**config.mk**
```make
export PLATFORM = sky130hd
export DESIGN_NAME = dram_ctrl
export DESIGN_NICKNAME = d
export VERILOG_FILES = /design/src/shared/dram_pkg.sv /design/src/shared/refresh_if.sv /design/src/hdl/refresh_timer.sv /design/src/hdl/dram_ctrl.sv
export VERILOG_INCLUDE_DIRS = /design/src /design/src/shared
export SDC_FILE = /design/constraint.sdc
export NUM_CORES = 1
export LEC_CHECK = 0
export ABC_CLOCK_PERIOD_IN_PS = 5290
export BUFFER_PORTS_ARGS = -buffer_cell sky130_fd_sc_hd__buf_2
export CAP_MARGIN = 10
export CORE_UTILIZATION = 45
export CTS_BUF_LIST = sky130_fd_sc_hd__clkbuf_8
export DETAILED_ROUTE_END_ITERATION = 8
export GPL_ROUTABILITY_DRIVEN = 1
export GPL_TIMING_DRIVEN = 0
export PLACE_DENSITY = 0.65
export SLEW_MARGIN = 20
export SYNTH_ARGS = -nofsm -noshare
export SYNTH_HDL_FRONTEND = slang
export SYNTH_SLANG_ARGS = --single-unit
export TNS_END_PERCENT = 20
```
**constraint.sdc**
```tcl
create_clock -name clk_sys -period 5.29 [get_ports clk_sys]
set_clock_uncertainty 0.05 [all_clocks]
set_input_delay 0.529 -clock clk_sys [delete_from_list [all_inputs] [get_ports clk_sys]]
set_output_delay 0.529 -clock clk_sys [all_outputs]
set_load 0.005 [all_outputs]
```
**src/shared/dram_cfg.svh**
```systemverilog
// Timing and geometry constants for the page-mode memory controller
`ifndef DRAM_CFG_SVH
`define DRAM_CFG_SVH

// System clock rate
`define CLK_MHZ 100
// Start-up pause and wake-up refresh count
`define POWER_UP_US 200
`define POWER_UP_CYC (`POWER_UP_US * `CLK_MHZ)
`define WAKE_REFRESHES 8
// Refresh geometry: rows per refresh period, period in ms
`define REFRESH_ROWS 512
`define REFRESH_PERIOD_MS 8
`define REF_INTERVAL_NS (`REFRESH_PERIOD_MS * 1000000 / `REFRESH_ROWS)
`define REF_INTERVAL_CYC (`REF_INTERVAL_NS * `CLK_MHZ / 1000)
// Strobe precharge (least time, rounded up)
`define PRECHARGE_NS 40
`define PRECHARGE_CYC ((`PRECHARGE_NS * `CLK_MHZ + 999) / 1000)
// Row strobe to column strobe delay (least)
`define ROW_TO_COL_NS 20
`define ROW_TO_COL_CYC ((`ROW_TO_COL_NS * `CLK_MHZ + 999) / 1000)
// Strobe low time covering row strobe width and access time
`define ACCESS_NS 60
`define ACCESS_CYC ((`ACCESS_NS * `CLK_MHZ + 999) / 1000)
// Column strobe setup before row strobe in strobe-first refresh
`define REFRESH_STROBE_SETUP_NS 10
`define REFRESH_STROBE_SETUP_CYC ((`REFRESH_STROBE_SETUP_NS * `CLK_MHZ + 999) / 1000)
// Column strobe hold after row strobe in strobe-first refresh
`define REFRESH_STROBE_HOLD_NS 10
`define REFRESH_STROBE_HOLD_CYC ((`REFRESH_STROBE_HOLD_NS * `CLK_MHZ + 999) / 1000)
// Longest row strobe low time in page mode (longest, rounded down)
`define PAGE_ROW_STROBE_WIDTH_NS 100000
`define PAGE_ROW_STROBE_WIDTH_CYC (`PAGE_ROW_STROBE_WIDTH_NS * `CLK_MHZ / 1000)
// Address split
`define ROW_LSB 9
`define ADDR_W 9

`endif

```
**src/shared/dram_pkg.sv**
```systemverilog
// Types shared by the memory controller modules
package dram_pkg;

    // Controller states, one-hot
    typedef enum logic [7:0] {
        ST_POWERUP   = 8'h01,
        ST_IDLE      = 8'h02,
        ST_ROW       = 8'h04,
        ST_COL       = 8'h08,
        ST_ACCESS    = 8'h10,
        ST_PRECHARGE = 8'h20,
        ST_REF_SETUP = 8'h40,
        ST_REF_RAS   = 8'h80
    } ctrl_st_t;

    // Controller state record
    typedef struct packed {
        ctrl_st_t st;
        logic [15:0] cnt;
        logic [3:0] wake_left;
        logic ras_n;
        logic lower_byte_column_strobe_n;
        logic upper_byte_column_strobe_n;
        logic we_n;
        logic oe_n;
        logic [8:0] addr;
        logic [8:0] col;
        logic [1:0] lanes;
        logic write;
        logic [15:0] dq_out;
        logic dq_oe;
        logic [15:0] rdata;
        logic ack;
        logic init_done;
        logic served;
        logic clr_ovd;
    } ctrl_state_t;

    // Refresh timer state record
    typedef struct packed {
        logic [15:0] cnt;
        logic due;
        logic overdue;
    } timer_state_t;

endpackage : dram_pkg

```
**src/shared/refresh_if.sv**
```systemverilog
// Link between the controller and its refresh interval timer
`timescale 1ns/1ps
`default_nettype none
interface refresh_if;
    logic due;
    logic overdue;
    logic served;
    logic clear_overdue;
    modport timer (input served, input clear_overdue, output due, output overdue);
    modport ctrl (output served, output clear_overdue, input due, input overdue);
endinterface : refresh_if
`default_nettype wire

```
**src/hdl/refresh_timer.sv**
```systemverilog
// Refresh interval timer: raises due each row interval, overdue if missed
`timescale 1ns/1ps
`default_nettype none
`include "dram_cfg.svh"
module refresh_timer
    import dram_pkg::*;
(
    // Clock and reset
    input wire logic clk_sys,
    input wire logic rst,
    // Controller side
    refresh_if.timer rif
);
    timer_state_t q;
    timer_state_t next_q;
    logic tick;

    // Interval count and sticky flags; a new tick wins over a clear
    always_comb begin
        next_q = q;
        tick = (q.cnt == 16'(`REF_INTERVAL_CYC - 1));
        next_q.cnt = tick ? 16'h0000 : q.cnt + 16'h0001;
        if (rif.served) begin
            next_q.due = 1'b0;
        end
        if (rif.clear_overdue) begin
            next_q.overdue = 1'b0;
        end
        if (tick) begin
            next_q.due = 1'b1;
            if (q.due && !rif.served) begin
                next_q.overdue = 1'b1;
            end
        end
    end

    // State register
    always_ff @(posedge clk_sys or posedge rst) begin
        if (rst) begin
            q <= '0;
        end else begin
            q <= next_q;
        end
    end

    assign rif.due = q.due;
    assign rif.overdue = q.overdue;
endmodule : refresh_timer
`default_nettype wire

```
**src/hdl/dram_ctrl.sv**
```systemverilog
// Host controller for an asynchronous 16-bit page-mode dynamic memory
// Memory rules behind this block
// - Wait 200 us after start, then run eight refresh cycles before use.
// - Rerun the eight-cycle wake-up whenever a refresh interval was missed.
// - Refresh all 512 rows within every 8 ms period.
// - Raise both strobes for the precharge time to start a fresh cycle.
// - Keep write enable high through a read until the strobes rise.
// - Time write enable as early write or read-write, never between.
// - Never hold output enable low permanently; keep it high in writes.
// - A write command is the falling edge of write enable.
// - Keep output enable high during the write phase of a write.
// - Row strobe low no longer than 100K ns; column accesses spaced.
// - Page read-write accesses spaced by the page read-write cycle time.
// - Strobe-first refresh: column strobe low before and after row strobe fall.
// - Hidden refresh needs output enable set up by the row strobe fall.
`timescale 1ns/1ps
`default_nettype none
`include "dram_cfg.svh"
module dram_ctrl
    import dram_pkg::*;
#(
    parameter logic [15:0] POWER_UP_CYC = 16'(`POWER_UP_CYC)
) (
    // Clock and reset
    input wire logic clk_sys,
    input wire logic rst,
    // User request
    input wire logic req,
    input wire logic req_write,
    input wire logic [17:0] req_addr,
    input wire logic [15:0] req_wdata,
    input wire logic [1:0] req_byte_en,
    // User answer
    output logic ack,
    output logic [15:0] rdata,
    output logic init_done,
    // Memory pins
    output logic ras_n,
    output logic lower_byte_column_strobe_n,
    output logic upper_byte_column_strobe_n,
    output logic we_n,
    output logic oe_n,
    output logic [8:0] addr,
    input wire logic [15:0] dq_in,
    output logic [15:0] dq_out,
    output logic dq_oe
);
    ctrl_state_t q;
    ctrl_state_t next_q;
    refresh_if rif();

    refresh_timer u_timer (
        .clk_sys(clk_sys),
        .rst(rst),
        .rif(rif)
    );

    // Sequencer: wake-up, refresh, single random accesses
    always_comb begin
        next_q = q;
        next_q.cnt = q.cnt + 16'h0001;
        next_q.ack = 1'b0;
        next_q.served = 1'b0;
        next_q.clr_ovd = 1'b0;
        case (q.st)
            ST_POWERUP: begin
                if (q.cnt >= POWER_UP_CYC - 16'h0001) begin
                    next_q.wake_left = 4'(`WAKE_REFRESHES);
                    next_q.st = ST_IDLE;
                end
            end
            ST_IDLE: begin
                next_q.cnt = 16'h0000;
                if (rif.overdue) begin
                    next_q.wake_left = 4'(`WAKE_REFRESHES);
                    next_q.clr_ovd = 1'b1;
                end else if (q.wake_left != 4'h0 || rif.due) begin
                    next_q.lower_byte_column_strobe_n = 1'b0;
                    next_q.upper_byte_column_strobe_n = 1'b0;
                    // Output enable settled high well before the row strobe falls
                    next_q.oe_n = 1'b1;
                    next_q.st = ST_REF_SETUP;
                end else if (req) begin
                    next_q.addr = req_addr[17:9];
                    next_q.col = req_addr[8:0];
                    next_q.write = req_write;
                    next_q.lanes = (req_write && req_byte_en != 2'h0) ? req_byte_en : 2'h3;
                    next_q.dq_out = req_wdata;
                    next_q.st = ST_ROW;
                end
            end
            ST_ROW: begin
                next_q.ras_n = 1'b0;
                if (q.cnt == 16'(`ROW_TO_COL_CYC)) begin
                    next_q.addr = q.col;
                    next_q.we_n = !q.write;
                    next_q.oe_n = q.write;
                    next_q.dq_oe = q.write;
                    next_q.st = ST_COL;
                end
            end
            ST_COL: begin
                // Write enable already low: early write
                next_q.lower_byte_column_strobe_n = !q.lanes[0];
                next_q.upper_byte_column_strobe_n = !q.lanes[1];
                next_q.cnt = 16'h0000;
                next_q.st = ST_ACCESS;
            end
            ST_ACCESS: begin
                if (q.cnt == 16'(`ACCESS_CYC - 1)) begin
                    if (!q.write) begin
                        next_q.rdata = dq_in;
                    end
                    next_q.ack = 1'b1;
                    // One column access per row cycle, so page spacing is always met
                    next_q.ras_n = 1'b1;
                    next_q.lower_byte_column_strobe_n = 1'b1;
                    next_q.upper_byte_column_strobe_n = 1'b1;
                    next_q.we_n = 1'b1;
                    next_q.oe_n = 1'b1;
                    next_q.dq_oe = 1'b0;
                    next_q.cnt = 16'h0000;
                    next_q.st = ST_PRECHARGE;
                end
            end
            ST_PRECHARGE: begin
                if (q.cnt == 16'(`PRECHARGE_CYC - 1)) begin
                    next_q.st = ST_IDLE;
                end
            end
            ST_REF_SETUP: begin
                if (q.cnt == 16'(`REFRESH_STROBE_SETUP_CYC - 1)) begin
                    next_q.ras_n = 1'b0;
                    next_q.cnt = 16'h0000;
                    next_q.st = ST_REF_RAS;
                end
            end
            ST_REF_RAS: begin
                // Row strobe width exceeds the column strobe hold
                if (q.cnt == 16'(`ACCESS_CYC - 1)) begin
                    next_q.ras_n = 1'b1;
                    next_q.lower_byte_column_strobe_n = 1'b1;
                    next_q.upper_byte_column_strobe_n = 1'b1;
                    next_q.served = 1'b1;
                    if (q.wake_left != 4'h0) begin
                        next_q.wake_left = q.wake_left - 4'h1;
                        next_q.init_done = (q.wake_left == 4'h1) | q.init_done;
                    end
                    next_q.cnt = 16'h0000;
                    next_q.st = ST_PRECHARGE;
                end
            end
            default: begin
                next_q.st = ST_IDLE;
            end
        endcase
    end

    // State register with idle pin levels at reset
    always_ff @(posedge clk_sys or posedge rst) begin
        if (rst) begin
            q <= '0;
            q.st <= ST_POWERUP;
            q.ras_n <= 1'b1;
            q.lower_byte_column_strobe_n <= 1'b1;
            q.upper_byte_column_strobe_n <= 1'b1;
            q.we_n <= 1'b1;
            q.oe_n <= 1'b1;
        end else begin
            q <= next_q;
        end
    end

    // Outputs straight from the state register
    assign rif.served = q.served;
    assign rif.clear_overdue = q.clr_ovd;
    assign ack = q.ack;
    assign rdata = q.rdata;
    assign init_done = q.init_done;
    assign ras_n = q.ras_n;
    assign lower_byte_column_strobe_n = q.lower_byte_column_strobe_n;
    assign upper_byte_column_strobe_n = q.upper_byte_column_strobe_n;
    assign we_n = q.we_n;
    assign oe_n = q.oe_n;
    assign addr = q.addr;
    assign dq_out = q.dq_out;
    assign dq_oe = q.dq_oe;

    // Helper counters for the checks
    logic [15:0] boot_cnt;
    logic [15:0] ras_low_cnt;
    logic [15:0] ref_gap;
    logic ref_row_low;
    // First cycle of the row strobe low phase of a refresh
    assign ref_row_low = (q.st == ST_REF_RAS) && (q.cnt == 16'h0000);
    always_ff @(posedge clk_sys or posedge rst) begin
        if (rst) begin
            boot_cnt <= 16'h0000;
            ras_low_cnt <= 16'h0000;
            ref_gap <= 16'h0000;
        end else begin
            boot_cnt <= (boot_cnt == 16'hffff) ? boot_cnt : boot_cnt + 16'h0001;
            ras_low_cnt <= q.ras_n ? 16'h0000 : ras_low_cnt + 16'h0001;
            ref_gap <= (q.served || !q.init_done) ? 16'h0000 : ref_gap + 16'h0001;
        end
    end
endmodule : dram_ctrl
`default_nettype wire

```
==> out/results.tsv, run 1 <==
metric	value	unit
Final Hold Viols	0	
startpoint types	flop	
Worst R2R End	rdata[4]	
Std-Cell Rows	39	
Initial Util	46.2	%
gpl congestion	0.772	
PwrDens	393	mW/mm^2
worst slew pin tran	0.605	ns
worst reg-to-reg setup slack	2.62	ns
Seq/Total Area, Yosys	51.8	%
min Tclk post-route	2.67	ns
final instance area	0.00625	mm^2
die width	110	um
WP data required	5.49	ns
critical path class	reg2reg	
crit path launch	q[68]	
Non-Filler Instances	711	
vias in the first global route	3547	
clock root buffer master	clkbuf_8	
fraction of layout cells with a size suffix above 1	41.2	%
status	finished clean	
total negative slack	0	ns
I/O Pins	105	
flops & latches, synth	109	
DP HPWL	7390	um
VDD IR max	0.000256	V
Syn Nets	512	
Critical Path AT	2.87	ns
Nets	628	
Worst-path clk slew	0.09	ns
routed vias	3664	
cts bufs inserted	9	
Synth Warn #	0	
Inst Count DP	695	
Post-CTS Setup Bufs	0	
CP max FO	10	
Synth-to-Final Area Change	18.4	%
post-cts sizing count	0	
fin crit share	50.4	%
routed wire length per instance	14.1	um
Crit path largest cell delay	0.52	ns
R2R depth	7	
Leak	0.00319	uW
core region area	0.0114	mm^2
Slew Viols, Final	0	
largest net degree at the start of global routing	58	
max_slew headroom	59.4	%
RSZ-0062 raised after global routing	false	
GRT Overall Usage	17.3	%
worst-case clock buffer depth	2	
DRC Markers	0	
Yosys cell types	57	
Clk Latency, worst-skew pair	0.37	ns
IO buf count	104	
dpl cell area	0.00601	mm^2
MaxCap Viol Count	0	
TritonCTS Sinks	109	
GRT overflow	0	
Max Fclk	375	MHz
# fillers	1015	
worst setup margin	2.62	ns
top_reg_cell synth	dfrtp_1	
die height	110	um
wire length of the first global-routing pass	16100	um
initial antenna violation count	0	
via/cell ratio	5.15	
Syn Area/Cell	11.8	um^2
Tightest Hold Check Type	in2async	
Mapped Area	0.00528	mm^2
H-tree Lvls	3	
Iteration-0 DRC Markers	147	
Antenna Nets Post-Route	0	
nature of the critical path endpoint	flop	
DRT Pass-1 Iters	4	
Diodes inserted	0	
Syn Inst Count	447	
final wirelength	10000	um
fraction of registers with async set/reset	100	%
hold buffers post-CTS	0	
CTS tree	done	
Die ar.	0.0122	mm^2
dpl ws	2.64	ns
crit path max-delay cell type	nor3_4	
CP Cell Sequence	inv_1, ha_1, nor4bb_1, nand4_1, nor3_4, buf_6, mux2_2	
R2R Path Start	q[68]	
final setup fails	0	
Post-synth EDFFs	0	
CP endpoint	rdata[4]	
## placed cells by master (no fill, tap or decap), types with 2 or more instances in the layout
| cell | synthesis | layout |
|---|---|---|
| o21ai_0 | 8 | 8 |
| nor2_1 | 38 | 38 |
| o22ai_1 | 2 | 2 |
| nor2b_1 | 2 | 2 |
| and3b_1 | 2 | 2 |
| ha_1 | 9 | 9 |
| nor4b_1 | 3 | 3 |
| bufinv_16 | 0 | 3 |
| a211o_1 | 2 | 2 |
| buf_2 | 6 | 110 |
| mux2_1 | 3 | 3 |
| and4b_1 | 3 | 3 |
| o21bai_1 | 2 | 2 |
| nand4_1 | 8 | 8 |
| xor2_1 | 14 | 14 |
| a21o_1 | 3 | 3 |
| nand4b_1 | 5 | 5 |
| nor4_2 | 3 | 3 |
| o211a_1 | 2 | 2 |
| and3_1 | 8 | 8 |
| a31oi_1 | 3 | 3 |
| nand2_1 | 17 | 17 |
| clkbuf_8 | 0 | 10 |
| buf_4 | 41 | 41 |
| o2bb2ai_1 | 2 | 2 |
| mux2_2 | 48 | 48 |
| inv_1 | 12 | 13 |
| a22o_1 | 10 | 10 |
| nor3b_1 | 2 | 2 |
| o211ai_1 | 3 | 3 |
| dfstp_2 | 6 | 6 |
| nand2b_1 | 4 | 4 |
| nand3_1 | 14 | 14 |
| a21oi_1 | 6 | 6 |
| dfrtp_1 | 103 | 103 |
| nor3_1 | 12 | 12 |
| nand4b_2 | 2 | 2 |
| xnor2_1 | 15 | 15 |
| nor4bb_1 | 2 | 2 |
| clkbuf_1 | 3 | 3 |
## sequential cells by signal, indices dropped and copies added (netlist names)
name,cells
ras_n,1
we_n,1
init_done,1
u_timer.rif.due,1
q,40
addr,9
upper_byte_column_strobe_n,1
dq_out,16
u_timer.q,16
lower_byte_column_strobe_n,1
rif.clear_overdue,1
rif.served,1
oe_n,1
ack,1
u_timer.rif.overdue,1
dq_oe,1
rdata,16
## logic make-up (layout without fill, tap and decap cells)
logic type                 after synthesis  after routing  synth area share, %
DFF                                    109            109                 51.8
adders and majority gates                9              9                 2.13
xor gates and xnor gates                29             29                 4.81
and+or+nand+nor                        136            136                 15.5
buffers and inverters                   63            184                 7.68
AOI/OAI and AO/OA                       49             49                 7.01
muxes                                   52             52                 11.1
## area by class of cell
cell class,instances,area (um^2),area share (%)
plain buffers,51,360,5.76
well taps,143,179,2.86
clock inverters,6,103,1.64
flip-flops and latches,109,2740,43.7
inverters,12,50.0,0.800
clock buffers,10,138,2.20
multi-input cells,275,2140,34.2
repair buffers,105,548,8.77
## critical path, delay by kind of cell (launching register included)
kind | cells | cell delay [ns]
DFF | 1 | 0.43
muxes | 1 | 0.34
adders and majority gates | 1 | 0.17
and+or+nand+nor | 3 | 1.24
buffers and inverters | 2 | 0.32
## metrics by stage
step | util (%) | power (uW) | hold slack (ns)
floorplan | - | 1660 | 0.397
global placement | 52.4 | 1870 | 0.392
detailed placement | 52.7 | 1900 | 0.394
CTS | 54.8 | 2500 | 0.156
global route | 54.8 | 2620 | 0.169
finish | 54.8 | 2460 | 0.149
## Yosys cell counts, types with 2 or more instances
cell       number  area, um^2
a21oi_1         6        30.0
o211ai_1        3        22.5
a31oi_1         3        18.8
o211a_1         2        20.0
nor4bb_1        2        20.0
nor2_1         38         143
nor4b_1         3        26.3
nor3_1         12        60.1
ha_1            9         113
nor2b_1         2        12.5
xor2_1         14         123
buf_2           6        30.0
buf_4          41         308
nor4_2          3        37.5
a22o_1         10        87.6
o21ai_0         8        40.0
nand3_1        14        70.1
nor3b_1         2        15.0
o22ai_1         2        12.5
nand4b_1        5        43.8
dfrtp_1       103        2580
and3b_1         2        17.5
inv_1          12        45.0
a211o_1         2        17.5
o21bai_1        2        15.0
nand4b_2        2        30.0
nand4_1         8        50.1
o2bb2ai_1       2        17.5
xnor2_1        15         131
and3_1          8        50.1
mux2_2         48         541
nand2_1        17        63.8
nand2b_1        4        25.0
mux2_1          3        33.8
a21o_1          3        22.5
and4b_1         3        30.0
clkbuf_1        3        11.3
dfstp_2         6         158
## routing by layer
layer | wire length (um) | part of all wire [%] | GRT usage, % | vias up
met3 | 534 | 5.3 | 4.00 | 7
met1 | 4450 | 45 | 21.7 | 1777
li1 | - | - | - | 1777
met4 | 86 | 0.86 | 5.45 | 0
met5 | 0 | 0 | 0 | -
met2 | 4930 | 49 | 29.5 | 103
## where the power goes
part	total (uW)	switching, uW	internal (uW)
registers	1120	106	1010
clock network	591	268	323
logic	749	316	433
## worst min-delay path by stage
stage,start,end,slack (ns),cells after the start
floorplan,u_timer.q[17],u_timer.q[17],0.40,1
global placement,init_done,init_done,0.39,1
detailed placement,init_done,init_done,0.39,1
CTS,rst,u_timer.q[7],0.16,2
global route,rst,q[63],0.17,2
finish,rst,u_timer.q[16],0.15,2
(Power assumes the default switching activity.)
==> run 2, diff against run 1 <==
ABC_AREA = 1   (was unset)
ABC_CLOCK_PERIOD_IN_PS = 2400   (was 5290)
PLACE_DENSITY = 0.67   (was 0.65)
clock period = 2.4 ns   (was 5.29 ns; I/O delays follow)
==> out/results.tsv, run 2 <==
metric	value	unit	change
status	finished clean		
Post-synth EDFFs	0		unchanged
R2R Path Start	q[68]		
worst-case clock buffer depth	2		unchanged
Crit path largest cell delay	0.42	ns	-0.10 ns
Synth Warn #	0		unchanged
max_slew headroom	58.8	%	-0.56 points
most common cell after layout, fill and taps aside	nand2_1		
final wirelength	12300	um	+23%
cts bufs inserted	9		unchanged
Post-CTS Setup Bufs	0		unchanged
Antenna Nets Post-Route	0		unchanged
fraction of layout cells with a size suffix above 1	23.7	%	-18 points
Largest Register	q		
crit path launch	q[68]		
crit path max-delay cell type	dfrtp_1		
Syn Nets	778		+52%
top_reg_cell synth	dfrtp_1		
RSZ-0062 raised after global routing	false		
Critical Path Most Common Cell	nand2_1		
core region area	0.0122	mm^2	+6.9%
initial antenna violation count	0		unchanged
startpoint types	flop		
CP Cell Sequence	inv_1, ha_1, nand3_1, nor2_1, nand2_1, nand2_1, nand2_1, inv_1, nand2_1, nor2_4, buf_6, nor2_1		
IO buf count	104		unchanged
Synth-to-Final Area Change	17.3	%	
R2R depth	12		+5
hold slack final	0.0237	ns	-0.126 ns
MaxCap Viol Count	0		unchanged
worst slew pin tran	0.615	ns	+0.0107 ns
synth top area cells	dfrtp_1 (45%), nand2_1 (13%), nand3_1 (7.1%)		
Final Hold Viols	0		unchanged
Leak	0.00352	uW	+11%
Die ar.	0.0132	mm^2	+8.6%
Commonest cells post-synth	nand2_1 (195), dfrtp_1 (103), nand3_1 (82)		
Syn Area/Cell	8.05	um^2	-32%
fraction of registers with async set/reset	100	%	unchanged
die height	115	um	+4.2%
critical path class	reg2reg		
most common cell in the synthesized netlist	nand2_1		
flops & latches, synth	109		unchanged
Max Fclk	462	MHz	+23%
commonest non-fill, non-tap cells in the layout	nand2_1 (195), buf_2 (106), dfrtp_1 (103), nand3_1 (82), nor2_1 (74)		
Largest register FFs	40		unchanged
Worst R2R End	q[79]		
Sw Share	36.7	%	+8.7 points
DP HPWL	9410	um	+27%
via/cell ratio	4.78		-7.2%
worst hold stages	3		
min Tclk post-route	2.17	ns	-0.500 ns
routed wire length per instance	12.2	um	-13%
NetSw	2110	uW	+210%
H-tree Lvls	3		unchanged
routed vias	4804		+31%
DRC Markers	0		unchanged
Initial Util	47.0	%	+0.77 points
VDD IR max	0.000530	V	+110%
Inst Count DP	988		+42%
met3 usage	3.48	%	-0.52 points
die width	115	um	+4.2%
vias in the first global route	4482		+26%
Synth area leader	dfrtp_1		
Mapped Area	0.00574	mm^2	+8.7%
gpl congestion	0.881		+14%
I/O Pins	105		unchanged
WP data required	2.62	ns	-2.87 ns
Nets	897		+43%
Worst-path clk slew	0.10	ns	about the same
P_int	3630	uW	+110%
total negative slack	0	ns	unchanged
worst reg-to-reg setup slack	0.23	ns	-2.39 ns
DRT Pass-1 Iters	5		+1
nature of the critical path endpoint	flop		
CP endpoint	q[79]		
CP max FO	10		unchanged
clock root buffer master	clkbuf_8		
Std-Cell Rows	40		+2.6%
Critical Path AT	2.39	ns	-0.48 ns
largest net degree at the start of global routing	34		-41%
CTS tree	done		
Slew Viols, Final	0		unchanged
Non-Filler Instances	1005		+41%
Yosys cell types	36		-37%
Clock power frac	18.3	%	-5.7 points
fin crit share	90.2	%	+40 points
Clk Latency, worst-skew pair	0.38	ns	about the same
GRT Overall Usage	19.8	%	+2.5 points
met2 GRT Util	30.6	%	+1.1 points
final setup fails	0		unchanged
Syn Inst Count	713		+60%
PwrDens	853	mW/mm^2	+120%
Comb pwr share	38.6	%	+8.1 points
# fillers	1136		+12%
GRT overflow	0		unchanged
Yosys top cell area share	44.9	%	-3.9 points
part of the power in registers	43.1	%	-2.4 points
Diodes inserted	0		unchanged
Iteration-0 DRC Markers	256		+74%
grt met1 use	27.3	%	+5.6 points
Seq/Total Area, Yosys	47.6	%	-4.2 points
busiest grt layer	met2		
Tightest Hold Check Type	in2reg		
Total Power	5740	uW	+130%
TritonCTS Sinks	109		unchanged
wire length of the first global-routing pass	20500	um	+27%
run 2: cell count changes after synthesis, moves of 5 or more:
cell	before	now
nand2_1	17	195
nand3_1	14	82
inv_1	12	69
mux2_2	48	0
nor2_1	38	74
o21ai_0	8	24
a22o_1	10	0
xnor2_1	15	5
o21ai_1	0	8
and3_1	8	1
clkbuf_1	3	10
nor3_1	12	18
nand4b_1	5	0
run 2: cell type report:
class / count / area (um^2) / share of cell area (%)
clock buffers: 11 / 151 / 2.25
multi-input cells: 473 / 2320 / 34.5
inverters: 73 / 278 / 4.13
repair buffers: 108 / 591 / 8.77
flip-flops and latches: 109 / 2740 / 40.6
well taps: 168 / 210 / 3.12
plain buffers: 58 / 408 / 6.06
clock inverters: 5 / 35.0 / 0.520
run 2: timing repair:
action,CTS,global route
gates resized for setup,0,0
endpoints found under the setup margin,0,0
hold buffers,1,0
hold endpoints to repair,21,0
run 2: how the worst min path moves through the flow:
stage                      start                   to  slack (ns)
2_1_floorplan        req_addr[0]                q[40]        0.33
3_3_place_gp   rif.clear_overdue  u_timer.rif.overdue        0.37
3_5_place_dp                 rst            dq_out[2]        0.25
4_1_cts              req_addr[2]                q[42]       0.003
5_1_grt              req_addr[7]                q[47]        0.03
6_report             req_addr[2]                q[42]        0.02
run 2: cells by family after synthesis:
logic type	Yosys count	share of synthesized area, %
fa+ha+maj	9	1.96
simple gates	401	31.2
flops	109	47.6
buf+inv	131	11.9
compound gates	42	4.12
xor+xnor	21	3.20
run 2: per-stage QoR:
stage | setup slack [ns] | util, % | instance area, um^2
3_5_place_dp | 0.263 | 53.5 | 6540
5_1_grt | 0.0632 | 55.1 | 6730
2_1_floorplan | 0.572 | - | 5740
4_1_cts | 0.245 | 55.1 | 6730
3_3_place_gp | 0.0741 | 53.0 | 6470
6_report | 0.234 | 55.1 | 6730
run 2: per-layer routing:
layer	vias to the layer above	part of all wire (%)
li1	2455	-
met1	2188	48
met2	137	45
met3	24	5.1
met4	0	2.2
met5	-	0
run 2: critical path, delay by kind of cell (launching register included):
kind          cells  cell delay [ns]
simple gates      8             1.08
flops             1             0.42
buf+inv           3             0.36
fa+ha+maj         1             0.15
run 2: power groups by stage:
stage / sequential, uW / combinational (uW) / clock [uW]
after global placement: 2490 / 2180 / 0
final: 2480 / 2220 / 1050
after global routing: 2530 / 2530 / 1170
after detailed placement: 2500 / 2240 / 0
after floorplan: 2450 / 1610 / 0
after CTS: 2470 / 2240 / 1100
==> run 3, diff against run 2 <==
CORE_ASPECT_RATIO = 1.5   (was unset)
==> out/results.tsv, run 3 (synthesized netlist as in run 2, its figures left out) <==
metric	value	unit	change
worst-case clock buffer depth	2		unchanged
Tightest Hold Check Type	in2reg		
min Tclk post-route	2.17	ns	+0.00267 ns
IO buf count	104		unchanged
dpl ws	0.226	ns	-0.0366 ns
Diodes inserted	0		unchanged
grt met1 use	24.1	%	-3.2 points
Critical Path AT	2.41	ns	+0.02 ns
Max Fclk	461	MHz	-0.12%
Largest Register	q		
Std-Cell Rows	50		+25%
startpoint types	flop		
Post-CTS Setup Bufs	0		unchanged
Worst-path clk slew	0.11	ns	about the same
die height	140	um	+22%
clock root buffer master	clkbuf_8		
met3 usage	3.20	%	-0.28 points
gpl congestion	0.912		+3.6%
fraction of layout cells with a size suffix above 1	23.9	%	+0.24 points
R2R depth	11		-1
final setup fails	0		unchanged
DP HPWL	10100	um	+7.2%
MaxCap Viol Count	0		unchanged
nature of the critical path endpoint	flop		
TritonCTS Sinks	109		unchanged
DRC Markers	0		unchanged
cts bufs inserted	9		unchanged
GRT overflow	0		unchanged
Antenna Nets Post-Route	0		unchanged
die width	94.2	um	-18%
busiest grt layer	met2		
VDD IR max	0.000486	V	-8.2%
routed vias	4833		+0.60%
met2 GRT Util	37.4	%	+6.8 points
GRT Overall Usage	20.8	%	+1.0 points
commonest non-fill, non-tap cells in the layout	nand2_1 (194), buf_2 (106), dfrtp_1 (103), nand3_1 (82), nor2_1 (74)		
via/cell ratio	4.87		+1.8%
Die ar.	0.0132	mm^2	about the same
# fillers	1182		+4.0%
Synth-to-Final Area Change	17.2	%	about the same
Slew Viols, Final	0		unchanged
initial antenna violation count	0		unchanged
H-tree Lvls	3		unchanged
RSZ-0062 raised after global routing	false		
Final Hold Viols	0		unchanged
routed wire length per instance	12.9	um	+5.9%
worst hold stages	3		unchanged
most common cell after layout, fill and taps aside	nand2_1		
fin crit share	90.3	%	+0.11 points
Iteration-0 DRC Markers	227		-11%
total negative slack	0	ns	unchanged
max_slew headroom	58.2	%	-0.63 points
worst setup margin	0.232	ns	-0.00267 ns
critical path class	reg2reg		
core region area	0.0124	mm^2	+1.9%
DRT Pass-1 Iters	4		-1
Largest register FFs	40		unchanged
worst slew pin tran	0.626	ns	+0.0105 ns
Core Util, Final	54.0	%	-1.1 points
Initial Util	46.1	%	-0.90 points
final wirelength	12800	um	+4.6%
Leak	0.00352	uW	-0.13%
Clk Latency, worst-skew pair	0.38	ns	about the same
PwrDens	865	mW/mm^2	+1.3%
status	finished clean		
wire length of the first global-routing pass	21900	um	+6.7%
CTS tree	done		
WP data required	2.64	ns	+0.02 ns
I/O Pins	105		unchanged
Nets	897		unchanged
largest net degree at the start of global routing	32		-5.9%
vias in the first global route	4868		+8.6%
CP max FO	10		unchanged
run 3: cell count changes in the layout (fill, tap and decap cells not counted):
cell / before / now
clkinv_2: 1 / 0
clkinv_4: 2 / 3
clkinvlp_4: 1 / 2
inv_1: 69 / 68
nand2_1: 195 / 194
nand2_2: 1 / 2
run 3: metrics by stage:
stage / hold slack (ns) / cells / power, uW / instance area [um^2]
after floorplan: 0.335 / 713 / 4060 / 5740
after global placement: 0.365 / 973 / 4710 / 6460
after detailed placement: 0.306 / 976 / 4790 / 6520
after CTS: 0.0137 / 993 / 5890 / 6720
after global routing: 0.0275 / 993 / 6250 / 6730
final: 0.0306 / 993 / 5820 / 6730
run 3: worst paths after layout:
check / to / from / slack, ns
setup / recovery: addr[8] / q[63] / 0.23
hold / removal: rdata[15] / dq_in[15] / 0.03
setup reg to reg: addr[8] / q[63] / 0.23
hold reg to reg: u_timer.rif.overdue / rif.clear_overdue / 0.40
max in group asynchronous: q[83] / rst / 1.25
min in group asynchronous: rdata[2] / rst / 0.43
run 3: worst max-delay path: stages, from the launching register on:
cell	delay (ns)
dfrtp_1	0.44
inv_1	0.11
ha_1	0.20
nand2_4	0.09
nor2_8	0.16
inv_2	0.09
nor2_8	0.19
nand2_4	0.11
a21boi_4	0.30
buf_6	0.18
nand2_1	0.05
o21ai_0	0.09
run 3: report_power, final:
| group | total (uW) | switching [uW] | leakage [uW] | internal, uW |
|---|---|---|---|---|
| clock network | 1090 | 642 | 0.0000961 | 444 |
| logic | 2250 | 1290 | 0.00209 | 956 |
| registers | 2480 | 239 | 0.00134 | 2240 |
| total | 5820 | 2170 | 0.00352 | 3640 |
run 3: what timing repair did:
action / 4_1_cts / 5_1_grt
hold endpoints to repair: 22 / 0
hold buffers: 1 / 0
resized for setup: 0 / 1
endpoints found under the setup margin: 0 / 3
run 3: routing by layer:
layer	share of wire, %	up-vias
met3	2.6	24
met5	0	-
met4	2.6	0
met2	53	82
met1	42	2277
li1	-	2450
run 3: layout make-up:
type                            count  area (um^2)  share of cell area, %
Sequential cell                   109         2740                   40.7
Multi-Input combinational cell    473         2330                   34.6
Timing Repair Buffer              108          591                   8.78
Buffer                             58          408                   6.06
Inverter                           73          278                   4.13
Tap cell                          156          195                   2.90
Clock buffer                       11          151                   2.25
Clock inverter                      5         42.5                  0.632
